## config.mk

```make
export PLATFORM = sky130hd
export DESIGN_NAME = current_temp_status_regs
export DESIGN_NICKNAME = d
export VERILOG_FILES = /design/src/status_regs_pkg.sv /design/src/current_temp_status_regs.sv /design/src/status_channel.sv
export VERILOG_INCLUDE_DIRS = /design/src /design/src/src
export SDC_FILE = /design/constraint.sdc
export NUM_CORES = 1
export LEC_CHECK = 0
export BUFFER_PORTS_ARGS = -buffer_cell sky130_fd_sc_hd__buf_2
export CORE_MARGIN = 8
export CORE_UTILIZATION = 48
export CTS_CLUSTER_SIZE = 20
export DETAILED_ROUTE_END_ITERATION = 6
export GPL_TIMING_DRIVEN = 0
export PLACE_DENSITY = 0.85
export SETUP_SLACK_MARGIN = 0.2
export SKIP_CTS_REPAIR_TIMING = 1
export SLEW_MARGIN = 20
export SYNTH_ARGS = -nofsm -noshare
export SYNTH_HDL_FRONTEND = slang
export SYNTH_SLANG_ARGS = --single-unit
```

## constraint.sdc

```tcl
create_clock -name MCLK -period 1.6 [get_ports MCLK]
set_input_delay 0.48 -clock MCLK [delete_from_list [all_inputs] [get_ports MCLK]]
set_output_delay 0.48 -clock MCLK [all_outputs]
set_load 0.05 [all_outputs]
```

## src/status_regs_params.svh

```systemverilog
/*
 * Constants for the paged output-current and temperature status bytes:
 * command codes, bit positions, reset values and page values.
 * Assumes it is included by bare name from the files that need it.
 */
`ifndef STATUS_REGS_PARAMS_SVH
`define STATUS_REGS_PARAMS_SVH

// ----------------------------------------------------------------------
// command codes of the two status bytes
// ----------------------------------------------------------------------
`define CMD_OUTPUT_CURRENT_STATUS 8'h7B
`define CMD_TEMPERATURE_STATUS    8'h7D

// ----------------------------------------------------------------------
// bit positions inside the status bytes
// ----------------------------------------------------------------------
`define BIT_OC_FAULT 7
`define BIT_OC_WARN  5
`define BIT_OT_FAULT 7
`define BIT_OT_WARN  6

// ----------------------------------------------------------------------
// reset values and page values
// ----------------------------------------------------------------------
`define STATUS_RESET 8'h00
`define PAGE_CH1     8'h00
`define PAGE_CH2     8'h01
`define PAGE_BOTH    8'h03
`define SYNC_STAGES  2

`endif

```

## src/status_regs_pkg.sv

```systemverilog
/*
 * Types shared by the status register bank.
 * Assumes nothing of its surroundings.
 */
package status_regs_pkg;

    // read answer sequencer, gray coded
    typedef enum logic [1:0] {
        RD_IDLE   = 2'b00,
        RD_ANSWER = 2'b01
    } rd_state_t;

    // one bit per channel: bit 0 channel 1, bit 1 channel 2
    typedef logic [1:0] chan_mask_t;

endpackage

```

## src/current_temp_status_regs.sv

```systemverilog
/*
 * Paged output-current and temperature status bytes for a two-channel
 * controller, read by the serial command core through a simple command,
 * page and read-strobe port.
 * Assumes the command core presents the current page and command code
 * with a one-cycle read strobe, and that detection inputs are asynchronous.
 */
`timescale 1ns/1ps
`include "status_regs_params.svh"

// Behaviour
// - each channel has its own output-current status byte; page 0 is channel 1, page 1 channel 2.
// - page value 3 makes a status access apply to both channels at once.
// - output-current byte bit 7 is set when the channel's over-current fault input is seen.
// - output-current byte bit 5 is set when the channel's over-current warning input is seen.
// - the fault and warning conditions come in as separate input signals and set their own bits.
// - each channel has its own temperature status byte selected by the same page values.
// - temperature byte bit 7 reads 1 once an over-temperature fault has occurred on that channel.
// - temperature byte bit 6 reads 1 once an over-temperature warning has occurred on its channel.
// - both status bytes reset to all zeros.
module current_temp_status_regs (
    // clock and reset
    input  wire logic       MCLK,
    input  wire logic       RSTN,
    // command core side
    input  wire logic [7:0] PAGE,
    input  wire logic [7:0] CMD_CODE,
    input  wire logic       RD_REQ,
    input  wire logic       CLR_REQ,
    // detection inputs, bit 0 channel 1, bit 1 channel 2
    input  wire logic [1:0] OVERCURRENT_FAULT_FLAG,
    input  wire logic [1:0] OVERCURRENT_WARNING_FLAG,
    input  wire logic [1:0] OVERTEMP_FAULT_FLAG,
    input  wire logic [1:0] OVERTEMP_WARNING_FLAG,
    // read answer
    output logic [7:0]      RD_DATA,
    output logic            RD_VALID,
    output logic            RD_UNSUPPORTED
);

    status_regs_pkg::rd_state_t  state;
    status_regs_pkg::rd_state_t  next_state;
    status_regs_pkg::chan_mask_t clr_mask;
    status_regs_pkg::chan_mask_t rd_mask;
    logic [7:0]                  iout_byte [2];
    logic [7:0]                  temp_byte [2];
    logic [7:0]                  next_rd_data;
    logic                        next_rd_valid;
    logic                        next_rd_unsupported;
    logic [7:0]                  sel_data;
    logic                        cmd_ok;

    // ------------------------------------------------------------------
    // page decode
    // ------------------------------------------------------------------
    // one decoder shared by reads and clears so both see the same pages
    function automatic status_regs_pkg::chan_mask_t page_mask(input logic [7:0] page);
        case (page)
            `PAGE_CH1:  page_mask = 2'b01;
            `PAGE_CH2:  page_mask = 2'b10;
            `PAGE_BOTH: page_mask = 2'b11;
            default:    page_mask = 2'b00;
        endcase
    endfunction

    assign rd_mask  = page_mask(PAGE);
    assign clr_mask = CLR_REQ ? page_mask(PAGE) : 2'b00;

    // ------------------------------------------------------------------
    // per-channel status flags
    // ------------------------------------------------------------------
    genvar ch;
    generate
        for (ch = 0; ch < 2; ch++) begin : g_chan
            status_channel u_chan (
                .clk                      (MCLK),
                .rst_n                    (RSTN),
                .overcurrent_fault_flag   (OVERCURRENT_FAULT_FLAG[ch]),
                .overcurrent_warning_flag (OVERCURRENT_WARNING_FLAG[ch]),
                .overtemp_fault_flag      (OVERTEMP_FAULT_FLAG[ch]),
                .overtemp_warning_flag    (OVERTEMP_WARNING_FLAG[ch]),
                .clr                      (clr_mask[ch]),
                .iout_byte                (iout_byte[ch]),
                .temp_byte                (temp_byte[ch])
            );
        end
    endgenerate

    // ------------------------------------------------------------------
    // read mux
    // ------------------------------------------------------------------
    // with both pages selected the bytes are merged, so a flag on either
    // channel shows; the host cannot tell which channel raised it
    always_comb begin
        sel_data = `STATUS_RESET;
        cmd_ok   = 1'b1;
        case (CMD_CODE)
            `CMD_OUTPUT_CURRENT_STATUS: begin
                if (rd_mask[0]) sel_data = sel_data | iout_byte[0];
                if (rd_mask[1]) sel_data = sel_data | iout_byte[1];
            end
            `CMD_TEMPERATURE_STATUS: begin
                if (rd_mask[0]) sel_data = sel_data | temp_byte[0];
                if (rd_mask[1]) sel_data = sel_data | temp_byte[1];
            end
            default: begin
                cmd_ok = 1'b0;
            end
        endcase
        if (rd_mask == 2'b00) begin
            cmd_ok = 1'b0;
        end
    end

    // ------------------------------------------------------------------
    // read answer sequencer
    // ------------------------------------------------------------------
    // the answer is registered so every output comes from a flip-flop;
    // a request in the answer cycle is still taken, allowing back to back
    always_comb begin
        next_state          = status_regs_pkg::RD_IDLE;
        next_rd_data        = `STATUS_RESET;
        next_rd_valid       = 1'b0;
        next_rd_unsupported = 1'b0;
        case (state)
            status_regs_pkg::RD_IDLE,
            status_regs_pkg::RD_ANSWER: begin
                if (RD_REQ) begin
                    next_state          = status_regs_pkg::RD_ANSWER;
                    next_rd_valid       = 1'b1;
                    next_rd_data        = cmd_ok ? sel_data : `STATUS_RESET;
                    next_rd_unsupported = !cmd_ok;
                end
            end
            default: begin
                next_state = status_regs_pkg::RD_IDLE;
            end
        endcase
    end

    always_ff @(posedge MCLK) begin
        if (!RSTN) begin
            state          <= status_regs_pkg::RD_IDLE;
            RD_DATA        <= `STATUS_RESET;
            RD_VALID       <= 1'b0;
            RD_UNSUPPORTED <= 1'b0;
        end else begin
            state          <= next_state;
            RD_DATA        <= next_rd_data;
            RD_VALID       <= next_rd_valid;
            RD_UNSUPPORTED <= next_rd_unsupported;
        end
    end

    // ------------------------------------------------------------------
    // checks
    // ------------------------------------------------------------------
    a_read_latency: assert property (@(posedge MCLK) disable iff (!RSTN)
        RD_REQ |=> RD_VALID)
        else $error("read request not answered in one cycle");

    a_valid_cause: assert property (@(posedge MCLK) disable iff (!RSTN)
        RD_VALID |-> $past(RD_REQ))
        else $error("read answer without request");

    a_page1_temp: assert property (@(posedge MCLK) disable iff (!RSTN)
        RD_REQ && PAGE == `PAGE_CH2 && CMD_CODE == `CMD_TEMPERATURE_STATUS
        |=> RD_DATA == $past(temp_byte[1]) && !RD_UNSUPPORTED)
        else $error("page 1 temperature read returned wrong byte");

    a_both_merge: assert property (@(posedge MCLK) disable iff (!RSTN)
        RD_REQ && PAGE == `PAGE_BOTH && CMD_CODE == `CMD_OUTPUT_CURRENT_STATUS
        |=> RD_DATA == ($past(iout_byte[0]) | $past(iout_byte[1])))
        else $error("both-page read did not merge channels");

    a_bad_page: assert property (@(posedge MCLK) disable iff (!RSTN)
        RD_REQ && rd_mask == 2'b00 |=> RD_UNSUPPORTED && RD_DATA == 8'h00)
        else $error("unsupported page not flagged");

    a_reset_clear: assert property (@(posedge MCLK)
        !RSTN |=> iout_byte[0] == 8'h00 && temp_byte[1] == 8'h00 && !RD_VALID)
        else $error("status not zero after reset");

    // ------------------------------------------------------------------
    // answer routing and clear selection
    // ------------------------------------------------------------------
    a_page0_iout: assert property (@(posedge MCLK) disable iff (!RSTN)
        RD_REQ && PAGE == `PAGE_CH1 && CMD_CODE == `CMD_OUTPUT_CURRENT_STATUS
        |=> RD_DATA == $past(iout_byte[0]) && !RD_UNSUPPORTED)
        else $error("page 0 output-current read returned wrong byte");

    a_page1_iout: assert property (@(posedge MCLK) disable iff (!RSTN)
        RD_REQ && PAGE == `PAGE_CH2 && CMD_CODE == `CMD_OUTPUT_CURRENT_STATUS
        |=> RD_DATA == $past(iout_byte[1]) && !RD_UNSUPPORTED)
        else $error("page 1 output-current read returned wrong byte");

    a_page0_temp: assert property (@(posedge MCLK) disable iff (!RSTN)
        RD_REQ && PAGE == `PAGE_CH1 && CMD_CODE == `CMD_TEMPERATURE_STATUS
        |=> RD_DATA == $past(temp_byte[0]) && !RD_UNSUPPORTED)
        else $error("page 0 temperature read returned wrong byte");

    a_both_temp: assert property (@(posedge MCLK) disable iff (!RSTN)
        RD_REQ && PAGE == `PAGE_BOTH && CMD_CODE == `CMD_TEMPERATURE_STATUS
        |=> RD_DATA == ($past(temp_byte[0]) | $past(temp_byte[1])))
        else $error("both-page temperature read did not merge channels");

    a_temp_known: assert property (@(posedge MCLK) disable iff (!RSTN)
        RD_REQ && rd_mask != 2'b00 && CMD_CODE == `CMD_TEMPERATURE_STATUS
        |=> RD_VALID && !RD_UNSUPPORTED)
        else $error("supported temperature read flagged as unsupported");

    a_bad_cmd: assert property (@(posedge MCLK) disable iff (!RSTN)
        RD_REQ && CMD_CODE != `CMD_OUTPUT_CURRENT_STATUS
        && CMD_CODE != `CMD_TEMPERATURE_STATUS |=> RD_UNSUPPORTED && RD_DATA == 8'h00)
        else $error("unknown command not flagged");

    a_idle_quiet: assert property (@(posedge MCLK) disable iff (!RSTN)
        !RD_VALID |-> RD_DATA == 8'h00 && !RD_UNSUPPORTED)
        else $error("answer outputs not idle outside an answer");

    // a clear aimed elsewhere must never drop a latched channel 1 bit
    a_clear_keep: assert property (@(posedge MCLK) disable iff (!RSTN)
        CLR_REQ && !clr_mask[0]
        |=> (iout_byte[0] & $past(iout_byte[0])) == $past(iout_byte[0])
            && (temp_byte[0] & $past(temp_byte[0])) == $past(temp_byte[0]))
        else $error("clear of another page dropped a channel 1 flag");

endmodule

```

## src/status_channel.sv

```systemverilog
/*
 * One channel's sticky status flags: two-stage synchronisers on the four
 * detection inputs and the latched fault and warning bits.
 * Assumes asynchronous flag inputs and a synchronous active-low reset.
 */
`timescale 1ns/1ps
`include "status_regs_params.svh"

module status_channel (
    // clock and reset
    input  wire logic       clk,
    input  wire logic       rst_n,
    // raw detection inputs
    input  wire logic       overcurrent_fault_flag,
    input  wire logic       overcurrent_warning_flag,
    input  wire logic       overtemp_fault_flag,
    input  wire logic       overtemp_warning_flag,
    // clear strobe for this channel
    input  wire logic       clr,
    // status bytes
    output logic [7:0]      iout_byte,
    output logic [7:0]      temp_byte
);

    logic [3:0] sync1;
    logic [3:0] sync2;
    logic [3:0] flags;
    logic [3:0] next_sync1;
    logic [3:0] next_sync2;
    logic [3:0] next_flags;

    // ------------------------------------------------------------------
    // synchroniser and sticky flags
    // ------------------------------------------------------------------
    // flags: [0] oc fault, [1] oc warn, [2] ot fault, [3] ot warn
    always_comb begin
        next_sync1 = {overtemp_warning_flag, overtemp_fault_flag,
                      overcurrent_warning_flag, overcurrent_fault_flag};
        next_sync2 = sync1;
        // set beats clear so an event landing on a clear is kept
        next_flags = (clr ? 4'h0 : flags) | sync2;
    end

    always_ff @(posedge clk) begin
        if (!rst_n) begin
            sync1 <= 4'h0;
            sync2 <= 4'h0;
            flags <= 4'h0;
        end else begin
            sync1 <= next_sync1;
            sync2 <= next_sync2;
            flags <= next_flags;
        end
    end

    // ------------------------------------------------------------------
    // byte assembly, unused positions tied low
    // ------------------------------------------------------------------
    always_comb begin
        iout_byte                = `STATUS_RESET;
        iout_byte[`BIT_OC_FAULT] = flags[0];
        iout_byte[`BIT_OC_WARN]  = flags[1];
        temp_byte                = `STATUS_RESET;
        temp_byte[`BIT_OT_FAULT] = flags[2];
        temp_byte[`BIT_OT_WARN]  = flags[3];
    end

    a_oc_fault_set: assert property (@(posedge clk) disable iff (!rst_n)
        sync2[0] |=> iout_byte[`BIT_OC_FAULT])
        else $error("oc fault bit not set after synced fault");

    a_flag_sticky: assert property (@(posedge clk) disable iff (!rst_n)
        temp_byte[`BIT_OT_FAULT] && !clr |=> temp_byte[`BIT_OT_FAULT])
        else $error("ot fault bit dropped without clear");

    a_input_latency: assert property (@(posedge clk) disable iff (!rst_n)
        $rose(overcurrent_warning_flag) ##0 !iout_byte[`BIT_OC_WARN] ##1
        overcurrent_warning_flag |-> ##2 iout_byte[`BIT_OC_WARN])
        else $error("oc warning not set three cycles after input");

    a_reserved_zero: assert property (@(posedge clk) disable iff (!rst_n)
        iout_byte[6] == 1'b0 && iout_byte[4:0] == 5'h00 && temp_byte[5:0] == 6'h00)
        else $error("reserved status bits not zero");

endmodule

```

# Yosys cells after proc, flatten, opt, wreduce, memory -nomap -nowiden

Index checks and enable logic that the tools add are counted.

Logic and storage cells: 43
Register bits: 36
Output and inout port bits: 10
Bits of input ports: 28

Muxes and demuxes: 15
Equality and inequality tests: 5
Reduce and logical (&&, ||, !) cells: 9
Bitwise logic cells: 4

Operators with widths:

| kind                 | count |
|---|---|
| $mux W8              | 6 |
| $eq A8 B7 Y1 const B | 2 |
| $or A8 B8 Y8         | 2 |
| $pmux W8 S2          | 1 |
| $eq A8 B1 Y1 const B | 1 |
| $eq A8 B2 Y1 const B | 1 |
| $logic_not A8 Y1     | 1 |
| $mux W4              | 2 |
| $or A4 B4 Y4         | 2 |
| $pmux W2 S3          | 1 |
| $logic_not A2 Y1     | 2 |
| $mux W1              | 4 |
| $reduce_and A4 Y1    | 1 |
| $reduce_or A2 Y1     | 2 |
| $reduce_and A3 Y1    | 1 |
| $eq A2 B1 Y1 const B | 1 |
| $mux W2              | 1 |
| $reduce_and A2 Y1    | 1 |
| $logic_not A1 Y1     | 1 |

# Longest topological paths before layout

Gate-level depths: netlist of run 1.

Depth after elaboration: 7
Gate-level depth with buffers: 4
Gate-level depth less buffers: 3

# Modules after synthesis

A second synthesis of run 1 with hierarchy kept.

Cells, all modules: 169
Area total of the unflattened synthesis: 1659.1 um^2

By module, submodules not included:

| module                   | area each (um^2) | sequential area each (um^2) | cells an instance | instances |
|---|---|---|---|---|
| status_channel           | 460.4            | 240.2                       | 42                | 2 |
| current_temp_status_regs | 738.2            | 200.2                       | 85                | 1 |

# Least setup slack after synthesis of run 1

No wires, ideal clock.

Kind: in2reg
Start: input port PAGE[1]
End: register RD_DATA[5]
Required time: 1.508 ns
Data arrival time: 1.411 ns
Path buffers: 1
Cell stages on the path: 4
Setup slack: 0.097 ns
Setup time: 0.092 ns
Cell sequence: buf_6 nor2b_4 or4_4 nor4_1

Longest elaborated chain between the ends: 7
Elaborated cells on any way between the ends: 13
Classes of those cells: 2 x eq/ne; 7 x mux; 1 x bitwise; 3 x reduce/logical

RTL lines:

| item                                       | RTL line                        | source |
|---|---|---|
| start, declared                            | current_temp_status_regs.sv:26  | `input wire logic [7:0] PAGE,` |
| $eq A8 B2 Y1, or another cell as far along | current_temp_status_regs.sv:58  | `case (page)` |
| $pmux W2 S3 *                              | current_temp_status_regs.sv:58  |  |
| $mux W8                                    | current_temp_status_regs.sv:99  | `if (rd_mask[0]) sel_data = sel_data \| iout_byte[0];` |
| $mux W8                                    | current_temp_status_regs.sv:97  | `case (CMD_CODE)` |
| $or A8 B8 Y8                               | current_temp_status_regs.sv:100 | `if (rd_mask[1]) sel_data = sel_data \| iout_byte[1];` |
| $mux W8                                    | current_temp_status_regs.sv:100 |  |
| $pmux W8 S2                                | current_temp_status_regs.sv:97  |  |
| end signal, assigned                       | current_temp_status_regs.sv:144 | `` RD_DATA <= `STATUS_RESET; `` |
| end signal, assigned                       | current_temp_status_regs.sv:149 | `RD_DATA <= next_rd_data;` |
| end, declared                              | current_temp_status_regs.sv:36  | `output logic [7:0] RD_DATA,` |

Mark *: on every way between the ends. The rest lies on a longest branch, timed or not. The select of a mux whose other input is x is not followed.
A chain may end at the register's enable or synchronous reset.

# Worst setup path after layout of run 1

Start: register RD_DATA[6]
End: output port RD_DATA[6]

No word-level cell between the ends.

==> flow_summary.toml, run 1 <==
[sta]
period_needed_ps = 1350
rsz0062_at_grt = "false"
hold_viol = 0
setup_violations = 0
fin_crit_sh_pct = 84.3
final_max_slew_viol_count = 0
fmax_mhz = 741
skew_ps = 9.19

[floorplan]
die_w_um = 63.9
rows = 17
core_area_sq_mm = 0.00219
dieArea_sq_mm = 0.00409
io_pins = 38
initial_core_util_pct = 50.3
die_y_um = 63.9

[final_layout]
nNetsFinal = 178
seqCellArea_sq_um = 581
area_delta_synth_final_pct = 29.1
fin_cells = 179
fillers = 197
drive_above_1_share_pct = 32.5
layout_common_cells = "dfxtp_1 (29), buf_2 (26), and2_1 (16), clkbuf_4 (10)"
final_common_cell = "dfxtp_1"
multiInputGateArea_sq_um = 473
diodes = 0
fin_util_pct = 64.9

[routing]
vias_per_cell = 4.80
drt-initial-drc-count = 6
wl_mm = 2.16
drt_first_pass_iters = 4
via_count = 860
drc = 0
final_antenna_net_count = 0
wl_per_cell_um = 12.1

[clocking]
cts_made_buffers = 5
clkLatencyLatePin_ps = 330
clockBufferDepth = 2
clkSinkCount = 29
cts_tree = "built"
clk_pin_slew_worst_paths_ps = 100
clockRootBuffer = "clkbuf_4"
h-tree-depth = 2

[pwr]
intPower_mw = 1.31
swShare_pct = 21.6
p_leak_nw = 0.635
p_comb_share_pct = 10.0
power.density_mw_per_mm2 = 1180
seqPwrFrac_pct = 45.7
p_total_mw = 1.67
net-switching-power_mw = 0.362
ir_worst_vdd_v = 0.00123
clkPwrFrac_pct = 44.3

[synthesis]
avgSynthCellArea_sq_um = 10.2
synth.largest_area_cell = "dfxtp_1"
ys_types = 28
syn_inst = 108
synth_seq_cells = 29
synth.top_cells.by_area = "dfxtp_1 (53%), and2_1 (9.1%), buf_4 (3.4%), a21oi_1 (2.7%), a21boi_0 (2.7%)"
ys_seq_area_share_pct = 52.7
synth_top_area_share_pct = 52.7
yosys_warnings = 0
syn-cell-area_sq_mm = 0.00110

[run_status]
status = "completed"

[placement]
port_buffers = 31
dp.cells = 171
dpl.hpwl_mm = 1.65
routabilityCongestion = 0.786

[setup_path]
critical-path-max-stage-delay_ps = 320
crit_family = "flip-flops"
cp-end-kind = "output pin"
critPathRequiredTime_ps = 1120
critical_path_class = "register to output pin"
worst-path-buf-inv = 1
path_cells = "clkbuf_4"
worstPathMaxFanout = 1
start_kind = "register"
r2r_slack_ps = 550
critPathSlowestCell = "dfxtp_1"
critPathArrivalTime_ps = 870

[grt]
grt_usage_pct = 11.7
grt_pass1_wl_mm = 3.82
grt_max_degree = 11
grt_most_used_layer = "met2"
grt_antenna_before_repair = 0
grt_util_met1_pct = 11.6
met3_usage_pct = 8.54
grt_pass1_vias = 879
met2_usage_pct = 17.6
overflow = 0

[hold_path]
hp-class = "input pin to register"

[run]
maxCapViolCount = 0
[worst paths after layout]
path | from | endpoint | cells after the start
worst max register to register | g_chan[0].u_chan.flags[0] | RD_DATA[7] | 3
worst max-delay path | RD_DATA[6] | RD_DATA[6] | 1
worst min-delay path | OVERCURRENT_WARNING_FLAG[1] | g_chan[1].u_chan.next_sync2[1] | 2
worst min register to register | g_chan[1].u_chan.next_sync2[0] | g_chan[1].u_chan.sync2[0] | 1
[final cells by class]
class | instances | share of cell area, %
clock buffer | 5 | 2.64
clock inverter | 3 | 4.57
inverter | 2 | 0.528
tap | 28 | 2.46
multi-input combinational | 73 | 33.2
sequential | 29 | 40.8
timing repair buffer | 31 | 11.8
buffer | 8 | 3.96
[sequential cells by signal, summed over array words and instances (netlist names)]
name,flops
state,1
g_chan.u_chan.next_sync2,8
RD_UNSUPPORTED,1
g_chan.u_chan.flags,8
RD_DATA,3
g_chan.u_chan.sync2,8
[through the flow]
stage,TNS (ps),cell area [sq um],hold slack [ps],setup slack (ps)
detailed placement,-68.0,1310,419,-41.8
global placement,-2.86,1310,415,-2.86
CTS,0,1410,339,205
global route,0,1420,331,203
finish,0,1420,353,251
floorplan,0,1120,412,97.4
[cell families (layout without fill, tap and decap cells)]
logic type,Yosys count,after routing,share of synthesized area (%)
AO/OA/AOI/OAI,24,24,15.1
XOR/XNOR,2,2,1.59
buffers and inverters,10,49,5.79
flip-flops,29,29,52.7
other,1,5,0.340
AND/OR/NAND/NOR,42,42,24.5
[synth_stat cells]
master,number
xor2_1,2
nor2b_4,1
nor2_1,6
and2_1,16
o21ai_0,4
nor2b_1,2
a21boi_0,4
o21a_1,4
clkbuf_1,2
a211oi_1,1
inv_1,2
o41a_1,1
dfxtp_1,29
nand3_1,1
or4_4,1
conb_1,1
nand4b_1,1
nor4_4,1
a21oi_1,6
a2bb2oi_1,2
buf_6,1
nand2b_1,4
and3_1,1
a221o_1,2
nor4_1,2
and4bb_2,1
buf_4,5
nand2_1,5
[power by group through the flow]
stage	Combinational [mW]	Sequential [mW]	Clock, mW
after detailed placement	0.165	0.782	0
after CTS	0.166	0.765	0.755
final	0.168	0.766	0.741
after global routing	0.186	0.770	0.790
after floorplan	0.103	0.788	0
after global placement	0.160	0.781	0
[routing by layer]
layer | routed length (um) | up-vias
met5 | 0 | -
met3 | 230 | 8
met4 | 66 | 0
li1 | - | 441
met1 | 948 | 372
met2 | 916 | 39
Power figures use the tool's default switching activity.
==> run 2: changes to the inputs <==
clock period = 1.3 ns   (was 1.6 ns; I/O delays follow)
==> flow_summary.toml, run 2 (same netlist as run 1, synthesis figures left out) <==
[placement]
dp.cells = 171
place_ws_ps = -268
dpl.hpwl_mm = 1.59
routabilityCongestion = 0.805
place_area_sq_mm = 0.00131
port_buffers = 31

[pwr]
power.density_mw_per_mm2 = 1290
ir_worst_vdd_v = 0.00134
p_leak_nw = 0.650

[clocking]
clkLatencyLatePin_ps = 330
cts_tree = "built"
clk_pin_slew_worst_paths_ps = 100
clkSinkCount = 29
h-tree-depth = 2
cts_made_buffers = 5
clockRootBuffer = "clkbuf_4"
clockBufferDepth = 2

[grt]
grt_antenna_before_repair = 0
grt_max_degree = 12
grt_pass1_wl_mm = 3.51
grt_pass1_vias = 864
overflow = 0
grt_usage_pct = 10.8

[setup_path]
cp-end-kind = "output pin"
worstPathMaxFanout = 1
critPathSlowestCell = "dfxtp_2"
worst-path-buf-inv = 1
critPathRequiredTime_ps = 910
critical_path_class = "register to output pin"
critical-path-max-stage-delay_ps = 340
start_kind = "register"
critPathArrivalTime_ps = 820
path_cells = "buf_6"
crit_family = "flip-flops"

[sta]
worst_hold_slack_ps = 260
fin_setup_tns_ps = 0
rsz0062_at_grt = "true"
hold_viol = 0
final_max_slew_viol_count = 0
setup_ws_ps = 91.6
skew_ps = 6.53
fmax_mhz = 828
setup_violations = 0
period_needed_ps = 1210
fin_crit_sh_pct = 93.0

[final_layout]
multiInputGateArea_sq_um = 499
diodes = 0
stdcell_area_sq_mm = 0.00147
area_delta_synth_final_pct = 33.0
drive_above_1_share_pct = 38.8
nNetsFinal = 179
final_common_cell = "buf_2"
seqCellArea_sq_um = 588
layout_common_cells = "buf_2 (25), dfxtp_1 (23), and2_1 (16)"
fin_cells = 180
fillers = 173

[routing]
via_count = 876
drt_first_pass_iters = 4
vias_per_cell = 4.87
drc = 0
wl_mm = 2.13
wl_per_cell_um = 11.8
drt-initial-drc-count = 16
final_antenna_net_count = 0

[run_status]
status = "completed"

[floorplan]
dieArea_sq_mm = 0.00409
die_y_um = 63.9
initial_core_util_pct = 50.3
io_pins = 38
rows = 17
die_w_um = 63.9
core_area_sq_mm = 0.00219

[run]
maxCapViolCount = 0

[hold_path]
hp-class = "input pin to register"
==> run 2: changes by cell type in the layout (fill, tap and decap cells not counted), moves of 2 or more <==
cell	before	now
dfxtp_2	0	6
a21boi_1	0	4
a21boi_0	4	0
dfxtp_1	29	23
clkbuf_4	10	6
nor4_1	2	0
buf_6	1	6
==> run 2: power breakdown <==
group	switching [mW]	internal [mW]	total, mW	leakage (nW)
registers	0.0155	0.928	0.944	0.241
clock network	0.327	0.407	0.734	0.0414
logic	0.117	0.0980	0.215	0.367
total	0.460	1.43	1.89	0.650
==> run 2: per-stage QoR <==
step                utilization [%]  total power [mW]
CTS                            63.7              1.91
detailed placement             59.9              1.17
global route                   66.9              1.99
finish                         66.9              1.89
floorplan                         -              1.10
global placement               59.9              1.16
==> run 2: metal layers <==
metal	vias up	part of all wire (%)	GRT usage, %
met1	381	41	10.3
met4	0	0.80	5.01
li1	446	-	-
met2	47	45	16.2
met3	2	13	9.06
met5	-	0	0
==> run 2: area by class of cell <==
cell class	instances	area share (%)
tap	28	2.39
clock buffer	5	2.56
buffer	8	3.84
multi-input combinational	73	34.0
inverter	2	0.512
sequential	29	40.1
timing repair buffer	32	13.4
clock inverter	3	3.16
==> run 2: final timing paths <==
check	start	slack, ps	cells past startpoint	to
max	RD_DATA[7]	90	1	RD_DATA[7]
min reg2reg	g_chan[0].u_chan.next_sync2[2]	440	1	g_chan[0].u_chan.sync2[2]
min	OVERTEMP_FAULT_FLAG[0]	260	2	g_chan[0].u_chan.next_sync2[2]
max reg2reg	g_chan[0].u_chan.flags[2]	200	3	RD_DATA[7]
